===== config.mk =====
export PLATFORM = sky130hd
export DESIGN_NAME = iks_core
export DESIGN_NICKNAME = d
export VERILOG_FILES = /design/src/hw/iks_decode.v /design/src/hw/iks_core.v
export VERILOG_INCLUDE_DIRS = /design/src /design/src/hw
export SDC_FILE = /design/constraint.sdc
export NUM_CORES = 1
export LEC_CHECK = 0
export ABC_AREA = 1
export BUFFER_PORTS_ARGS = -buffer_cell sky130_fd_sc_hd__buf_2
export CAP_MARGIN = 20
export CORE_ASPECT_RATIO = 0.6
export CORE_MARGIN = 3
export CORE_UTILIZATION = 56
export DETAILED_ROUTE_END_ITERATION = 8
export PLACE_DENSITY = 0.85
export SYNTH_ARGS = -nofsm -noshare
export SYNTH_HDL_FRONTEND = slang
export SYNTH_SLANG_ARGS = --single-unit

===== constraint.sdc =====
create_clock -name clock -period 3.27 [get_ports clock]
set_input_delay 0.654 -clock clock [delete_from_list [all_inputs] [get_ports clock]]
set_output_delay 0.654 -clock clock [all_outputs]
set_load 0.005 [all_outputs]

===== src/hw/iks_consts.vh =====
// Constants for the increment-and-skip decode and execute block.
// Assumes an 8-bit data path and 16-bit instruction words from fetch.
// Operation
// - Opcode 001111 decodes increment, skip on zero
// - Opcode 010010 decodes increment, skip on nonzero
// - Add one, write, skip when zero (001111) or nonzero (010010)
// - Destination bit 0 working reg, 1 file
// - Access bit 0, extended, address<=95 uses indexing
// - File address is 8 bits, 0 to 255
// - Access bit 0 access bank, 1 bank select
`ifndef IKS_CONSTS_VH
`define IKS_CONSTS_VH
// Opcode fields
`define IKS_OP_HI 15
`define IKS_OP_LO 10
`define IKS_OP_ZERO 6'h0F
`define IKS_OP_NONZERO 6'h12
`define IKS_DEST_BIT 9
`define IKS_ACCESS_BIT 8
`define IKS_ADDR_HI 7
`define IKS_ADDR_LO 0
// Indexed literal offset limit
`define IKS_INDEX_LIMIT 8'h5F
// Access bank split: low 96 bytes below 60h, rest in top bank
`define IKS_ACCESS_SPLIT 8'h60
`define IKS_ACCESS_TOP_BANK 4'hF
// Reset values and the increment step
`define IKS_ZERO8 8'h00
`define IKS_ZERO12 12'h000
`define IKS_ONE8 8'h01
// Q phase counter
`define IKS_Q1 2'h0
`define IKS_Q2 2'h1
`define IKS_Q3 2'h2
`define IKS_Q4 2'h3
`endif


===== src/hw/iks_decode.v =====
// Opcode decoder for the two increment-and-skip instructions.
// Assumes a stable 16-bit opcode for the whole instruction cycle.
`timescale 1ns/1ps
`default_nettype none
`include "iks_consts.vh"
module iks_decode
(
    // Opcode in
    input wire [15:0] opcode,
    // Decoded fields
    output wire is_zero_skip,
    output wire is_nonzero_skip,
    output wire dest_file,
    output wire use_bank_select,
    output wire [7:0] file_addr
);
    // Upper six bits pick the instruction
    assign is_zero_skip =
        (opcode[`IKS_OP_HI:`IKS_OP_LO] == `IKS_OP_ZERO);
    assign is_nonzero_skip =
        (opcode[`IKS_OP_HI:`IKS_OP_LO] == `IKS_OP_NONZERO);
    // Operand fields
    assign dest_file = opcode[`IKS_DEST_BIT];
    assign use_bank_select = opcode[`IKS_ACCESS_BIT];
    assign file_addr = opcode[`IKS_ADDR_HI:`IKS_ADDR_LO];
endmodule // iks_decode
`default_nettype wire


===== src/hw/iks_core.v =====
// Execute stage for increment-and-skip instructions, four Q phases.
// Assumes data memory answers reads combinationally in the same clock
// and that fetch tells whether the next word is a two-word instruction.
`timescale 1ns/1ps
`default_nettype none
`include "iks_consts.vh"
module iks_core
(
    // Clock and reset
    input wire clock,
    input wire resetn,
    // Fetch side
    input wire [15:0] opcode,
    input wire opcode_valid,
    input wire next_is_two_word,
    // Core state
    input wire [3:0] bank_select_register,
    input wire [11:0] index_base,
    input wire extended_enable,
    // Data memory
    input wire [7:0] mem_rdata,
    output reg [11:0] mem_addr,
    output reg mem_read,
    output reg mem_write,
    output reg [7:0] mem_wdata,
    // Working register write
    output reg w_write,
    output reg [7:0] w_wdata,
    // Pipeline control
    output reg busy,
    output reg flush_next,
    output reg nop_cycle,
    output reg status_write
);
    // One instruction cycle spans four clocks, one per Q phase.
    // Q1 takes the opcode, Q2 reads the file register and forms the sum,
    // Q3 waits, and Q4 writes the chosen destination.
    // Every output is a flip-flop, so results trail the phase by a clock.
    // A skip keeps busy high through the discarded words,
    // which lets fetch stall without its own counter.
    // Status flags are never written by these two instructions.
    // New opcodes are ignored while busy is high.
    // States
    localparam ST_IDLE = 2'h0;
    localparam ST_EXEC = 2'h1;
    localparam ST_SKIP = 2'h2;
    // Decoded fields
    wire is_zero_skip;
    wire is_nonzero_skip;
    wire dest_file;
    wire use_bank_select;
    wire [7:0] file_addr;
    reg [1:0] state; // Main state
    reg [1:0] phase; // Q1..Q4
    reg [1:0] skip_left; // Skipped cycles remaining
    reg [7:0] sum; // Incremented value
    reg opc_zero; // Latched kind
    reg opc_dest; // Latched destination
    reg [11:0] next_addr; // Formed operand address
    wire [7:0] next_sum;
    wire hit;
    iks_decode u_dec
    (
        .opcode(opcode),
        .is_zero_skip(is_zero_skip),
        .is_nonzero_skip(is_nonzero_skip),
        .dest_file(dest_file),
        .use_bank_select(use_bank_select),
        .file_addr(file_addr)
    );
    // Only the two increment-and-skip opcodes start a cycle.
    // Any other opcode leaves every output untouched.
    // The decode is purely combinational, so the opcode
    // only needs to stand at the taking edge.
    assign hit = opcode_valid & (is_zero_skip | is_nonzero_skip);
    // 8-bit wrap is intended: FFh + 1 gives zero
    assign next_sum = mem_rdata + `IKS_ONE8;
    // Operand address forming
    // Priority: bank select first, then indexed literal offset,
    // then the low and top parts of the access bank.
    // Indexing wins over the access bank only for low addresses;
    // the sum wraps within the 12-bit data space by design.
    // Every path assigns the address, so no latch is inferred.
    always @*
    begin
        if (use_bank_select)
        begin
            next_addr = {bank_select_register, file_addr};
        end
        else if (extended_enable && file_addr <= `IKS_INDEX_LIMIT)
        begin
            next_addr = index_base + {4'h0, file_addr};
        end
        else if (file_addr < `IKS_ACCESS_SPLIT)
        begin
            next_addr = {4'h0, file_addr};
        end
        else
        begin
            next_addr = {`IKS_ACCESS_TOP_BANK, file_addr};
        end
    end
    // Sequencer, one instruction cycle is four clocks
    always @(posedge clock)
    begin
        if (!resetn)
        begin
            // Reset clears every output so that the pipeline
            // sees no stray write or flush after release.
            // Only constants are loaded here.
            state <= ST_IDLE;
            phase <= `IKS_Q1;
            skip_left <= 2'h0;
            sum <= `IKS_ZERO8;
            opc_zero <= 1'b0;
            opc_dest <= 1'b0;
            mem_addr <= `IKS_ZERO12;
            mem_read <= 1'b0;
            mem_write <= 1'b0;
            mem_wdata <= `IKS_ZERO8;
            w_write <= 1'b0;
            w_wdata <= `IKS_ZERO8;
            busy <= 1'b0;
            flush_next <= 1'b0;
            nop_cycle <= 1'b0;
            status_write <= 1'b0;
        end
        else
        begin
            // Strobes are one clock wide
            mem_read <= 1'b0;
            mem_write <= 1'b0;
            w_write <= 1'b0;
            flush_next <= 1'b0;
            status_write <= 1'b0;
            case (state)
                ST_IDLE:
                begin
                    // Waiting for a matching opcode
                    // The read is issued here so the data memory
                    // answers during the next phase.
                    nop_cycle <= 1'b0;
                    phase <= `IKS_Q1;
                    if (hit)
                    begin
                        // Q1 decode: latch fields
                        opc_zero <= is_zero_skip;
                        opc_dest <= dest_file;
                        mem_addr <= next_addr;
                        mem_read <= 1'b1;
                        busy <= 1'b1;
                        phase <= `IKS_Q2;
                        state <= ST_EXEC;
                    end
                end
                ST_EXEC:
                begin
                    // Phase counter wraps back to Q1 after Q4,
                    // which the skip state relies on.
                    // The 8-bit sum decides the skip at Q4.
                    phase <= phase + 2'h1;
                    if (phase == `IKS_Q2)
                    begin
                        // Q2 read
                        sum <= next_sum;
                    end
                    else if (phase == `IKS_Q4)
                    begin
                        // Q4 write destination
                        if (opc_dest)
                        begin
                            mem_write <= 1'b1;
                            mem_wdata <= sum;
                        end
                        else
                        begin
                            w_write <= 1'b1;
                            w_wdata <= sum;
                        end
                        if ((sum == `IKS_ZERO8) == opc_zero)
                        begin
                            // Skip: next word becomes a no-operation
                            flush_next <= 1'b1;
                            nop_cycle <= 1'b1;
                            skip_left <= next_is_two_word ? 2'h2 : 2'h1;
                            state <= ST_SKIP;
                        end
                        else
                        begin
                            busy <= 1'b0;
                            state <= ST_IDLE;
                        end
                    end
                end
                ST_SKIP:
                begin
                    // One or two discarded words, four clocks each
                    // The word count was fixed at the write edge,
                    // so a late change from fetch cannot stretch it.
                    // Each skipped cycle runs four idle phases
                    phase <= phase + 2'h1;
                    if (phase == `IKS_Q4)
                    begin
                        skip_left <= skip_left - 2'h1;
                        if (skip_left == 2'h1)
                        begin
                            busy <= 1'b0;
                            nop_cycle <= 1'b0;
                            state <= ST_IDLE;
                        end
                    end
                end
                default:
                begin
                    // Unused code: recover to idle
                    // rather than hang with busy stuck high.
                    state <= ST_IDLE;
                    busy <= 1'b0;
                end
            endcase
        end
    end
endmodule // iks_core
`default_nettype wire


**After elaboration in Yosys (flattened, before gate mapping)**

Cells that the tools add are included.

- Latch bits: 0
- Input port bits: 45
- Register bits after elaboration: 50
- Logic and storage cells: 93
- RAM bits: 0
- Memories kept: 0
- Output and inout port bits: 35
- Bits in read-only memories: 0

- Div/mod/pow operators: 0
- Reduce and logical (&&, ||, !) cells: 17
- Multiplexer cells: 33
- $add $sub $neg: 4
- Bitwise gates (word level): 7
- Equal/unequal tests: 15
- Shift operators: 0
- Multipliers: 0
- Order comparisons: 2

Operator list:

| cell | number |
|---|---|
| $mux W12 | 3 |
| $mux W2 | 11 |
| $mux W1 | 14 |
| $ne A2 B2 Y1 const B | 7 |
| $add A12 B8 Y12 | 1 |
| $reduce_and A6 Y1 | 2 |
| $reduce_and A5 Y1 | 2 |
| $add A8 B1 Y8 const B | 1 |
| $le A8 B7 Y1 const B | 1 |
| $logic_not A8 Y1 | 1 |
| $lt A8 B7 Y1 const B | 1 |
| $pmux W2 S2 | 2 |
| $reduce_and A4 Y1 | 2 |
| $eq A2 B1 Y1 const B | 3 |
| $eq A6 B4 Y1 const B | 1 |
| $eq A6 B5 Y1 const B | 1 |
| $pmux W1 S3 | 2 |
| $pmux W2 S3 | 1 |
| $reduce_and A2 Y1 | 3 |
| $not A1 Y1 | 5 |
| $eq A2 B2 Y1 const B | 2 |
| $reduce_bool A2 Y1 | 2 |
| $reduce_or A4 Y1 | 1 |
| $reduce_bool A3 Y1 | 1 |
| other kinds (8) | 8 |

**Longest topological paths before layout**

- Depth in word-level cells: 6
- Depth in mapped cells: 12
- Gate-level depth less buffers: 12

**Hierarchy**

From an unflattened synthesis, not the netlist that was laid out.

- Cells, all modules: 418
- Area total of the unflattened synthesis: 2886.5 µm²

Modules (own cells, without submodules):

| module | cells an instance | area an instance (µm²) | seq. area each (µm²) | times used |
|---|---|---|---|---|
| iks_core | 395 | 2760.1 | 1001.0 | 1 |
| iks_decode | 23 | 126.4 | 0.0 | 1 |

**Worst setup path after synthesis**

No wires, ideal clock.

- Kind: in2reg
- Start point: in opcode[0]
- End point: reg mem_addr[8]
- Required time: 3.136 ns
- Arrival time: 1.882 ns
- Cell stages on the path: 11
- Buffers on the path: 0
- Setup slack: 1.254 ns
- Setup time: 0.134 ns
- Cells stage by stage: ha_1 -> inv_1 -> fa_1 -> o21ai_2 -> nand3_1 -> nand2_1 -> nand2_1 -> nand3_1 -> nand2_1 -> nand2_1 -> a21oi_2

- Word-level cells in the longest chain between the ends: 4
- Elaborated cells between the ends (all ways): 7
- Those cells by class: 1 x add/sub; 2 x order compare; 3 x mux; 1 x reduce/logical

RTL lines:

| item | RTL line | text |
|---|---|---|
| from (decl) | iks_core.v:13 | `input wire [15:0] opcode,` |
| $lt A8 B7 Y1 (no line) or $le A8 B7 Y1 (tied branches) | n/a |  |
| $mux W12 or $logic_and A1 B1 Y1 (tied branches) | n/a |  |
| $mux W12 (*) | iks_core.v:90 | `` else if (extended_enable && file_addr <= `IKS_INDEX_LIMIT) `` |
| $mux W12 (*) | iks_core.v:86 | `if (use_bank_select)` |
| to (signal assigned) | iks_core.v:117 | `` mem_addr <= `IKS_ZERO12; `` |
| to (signal assigned) | iks_core.v:149 | `mem_addr <= next_addr;` |
| to (decl) | iks_core.v:22 | `output reg [11:0] mem_addr,` |

Mark *: on every way between the ends. The rest lies on a longest branch, timed or not.
A chain may end at the register's enable or synchronous reset.

**Worst setup path after layout**

- Start point: in opcode[0]
- End point: reg mem_addr[10]

The elaborated chain is that of the path after synthesis.

==> results.md <==
* Outcome: completed
* EDFF count, synth at 0
* Setup Fix Bufs, Post-CTS at 0
* # H-tree levels at 2
* Synth unique cells at 36
* Max Root-Sink Buffers at 2
* Top_reg_cell synth: dfxtp_1
* Global-route wire length before repair at 11210 um
* Sequential share of the synthesized area at 35.59%
* Largest net degree at the start of global routing at 35
* Core Footprint at 4707 um^2
* RSZ-0062 raised after global routing: false
* MaxCap Viol Count at 0
* Worst-Margin Slew at 0.5853 ns
* Slowest stage delay, CP at 0.41 ns
* Critical path's top delay family: adder cells
* Antenna Cells at 0
* WL final at 7025 um
* Fmax at 482.1 MHz
* Layout cells sized above 1 at 21.81%
* Crit end category: flip-flop
* Syn Inst Count at 408
* Crit-path cells: buf_2, ha_1, inv_1, fa_1, o21ai_2, nand3_1, nand2_1, nand2_1, nand3_1, nand2_1, nand2_1, a21oi_1
* Clock buffer count from CTS at 5
* Commonest non-fill, non-tap cells in the layout: buf_2 (78), nand2_1 (73), inv_1 (58)
* Worst path slowest cell: fa_1
* Yosys warns at 0
* Setup violations, final at 0
* # clock sinks at 50
* VDD IR max at 244.7 uV
* Worst setup path class: in2reg
* Area of the multi-input gates at 1521 um^2
* Syn_area_per_cell at 6.894 um^2
* # rows at 19
* Finished Cell Area at 3349 um^2
* Number of buffers and inverters on the critical path at 2
* Final core occ at 71.16%
* Async set-reset flop share out of synthesis at 0%
* Starting Density at 59.76%
* Die Height at 60.90 um
* Die area at 5937 um^2
* # IOs at 80
* Worst setup SP type: primary input
* Vias per inst at 5.189
* Vias in the first global route at 2435
* Worst-skew pair later-pin latency at 0.30 ns
* Clock Pin Slew Worst Setup and Hold Paths at 0.09 ns
* Placed Area at 3239 um^2
* Sum of negative setup slack at 0 ns
* # hold bufs at CTS at 0
* Most frequent cell on the critical path: nand2_1
* Rel. slew slack at 60.94%
* Vias at 2849
* Final Max Slew Viols at 0
* Area grow syn2layout at 19.08%
* DRT iter0 DRCs at 196
* Antenna-violating nets left at 0
* Die Span X at 97.50 um
* FF+latch area at 1001 um^2
* RD Place Congestion at 0.9349
* Remaining DRCs at 0
* Resized cells post-CTS at 0
* Initial antenna violation count at 0
* Detailed Routing Iterations Pass 1 at 5
* Average routed wire per standard cell at 12.80 um
* Tot GR Track Use at 23.45%
* Syn Std Cell Area at 2813 um^2
* #FFs+latches synth at 50
* CP required at 3.43 ns
* Max FO, Critical Path at 5
* Net Count, Synth at 470
* Commonest non-fill, non-tap cell in the layout: buf_2
* LEAKAGE at 1.779 nW
* Root buffer cell: clkbuf_8
* HP Class: reg2reg
* Final clock period utilization by the worst path at 63.44%
* CTS tree: built
* Post-DP HPWL at 5444 um
* Final Net Count at 547
* PwrDens at 389.4 nW/um^2
* Worst Skew at 0.007052 ns
* Tmin final at 2.074 ns
* Arrival @ worst endpoint at 2.24 ns
* Grt total ovfl at 0
* Fillers at 418
* Final hold violations at 0
* Number of port buffers at 78
==> per-stage QoR <==
step | instances | worst slack [ns] | hold slack (ns) | total power [mW]
detailed placement | 541 | 0.9227 | 0.4454 | 0.8808
global placement | 541 | 1.040 | 0.4414 | 0.8722
finish | 549 | 1.196 | 0.4662 | 1.304
floorplan | 408 | 1.254 | 0.4138 | 0.8019
global route | 549 | 1.027 | 0.5068 | 1.369
CTS | 549 | 1.236 | 0.4696 | 1.305
==> Yosys cell counts, types with 2 or more instances <==
library cell	count	share of area, %
dfxtp_1	50	36
or2_2	3	0.67
ha_1	16	7.1
o21ai_0	38	6.8
o21ai_1	2	0.36
a21oi_1	45	8.0
buf_4	3	0.80
inv_2	4	0.53
a21oi_2	5	1.6
nand3b_1	2	0.53
inv_1	58	7.7
nand2_2	3	0.67
nand3_1	19	3.4
xnor2_1	2	0.62
a21o_1	2	0.53
nor3b_1	2	0.53
nand2_1	73	9.7
nor3_1	4	0.71
xor2_1	7	2.2
nand4_1	4	0.89
nor2_1	48	6.4
clkbuf_1	4	0.53
==> metal layers <==
layer	share of wire [%]	wire length [um]	GRT usage (%)
met4	0.65	46	4.339
met2	42	2944	35.44
met1	50	3478	34.43
met3	7.9	556	5.855
met5	0	0	0
==> worst register-to-register path: stages, from the launching register on <==
cell	delay (ns)
dfxtp_1	0.36
inv_1	0.08
ha_1	0.26
nand2_2	0.19
inv_2	0.11
nor3_2	0.25
inv_2	0.09
a21oi_2	0.13
o21ai_1	0.11
o21ai_0	0.18
nor2_1	0.08
==> sequential cells by signal (all words and copies together), names as in the netlist <==
register,flops
mem_addr,12
mem_wdata,8
sum,8
w_wdata,8
phase,2
skip_left,2
state,2
busy,1
flush_next,1
mem_read,1
mem_write,1
nop_cycle,1
opc_dest,1
opc_zero,1
w_write,1
==> final timing paths <==
path	to	slack, ns	from	cells past startpoint
worst max-delay path	mem_addr[10]	1.20	opcode[0]	12
worst min-delay path	w_write	0.47	opc_dest	1
worst max register to register	busy	1.28	state[1]	10
worst min register to register	w_write	0.47	opc_dest	1
==> layout make-up <==
cell class	count	share of cell area (%)
timing repair buffer	80	12.10
clock inverter	2	1.121
inverter	62	6.948
multi-input combinational	286	45.42
tap	63	2.353
clock buffer	6	2.167
sequential	50	29.88
==> power by group <==
part	total [mW]	switching [mW]	internal (mW)
logic	0.246	0.153	0.0927
registers	0.628	0.00778	0.620
clock network	0.431	0.203	0.228
total	1.30	0.363	0.941
==> logic make-up (layout without fill, tap and decap cells) <==
logic type / count (synthesis) / in the layout / synth area share, %
compound gates: 98 / 98 / 18.82
xor+xnor: 9 / 9 / 2.803
fa+ha+maj: 17 / 17 / 7.829
buf+inv: 72 / 150 / 10.32
flops: 50 / 50 / 35.59
other cells: 1 / 1 / 0.1333
simple gates: 161 / 161 / 24.51
Power figures use the tool's default switching activity.
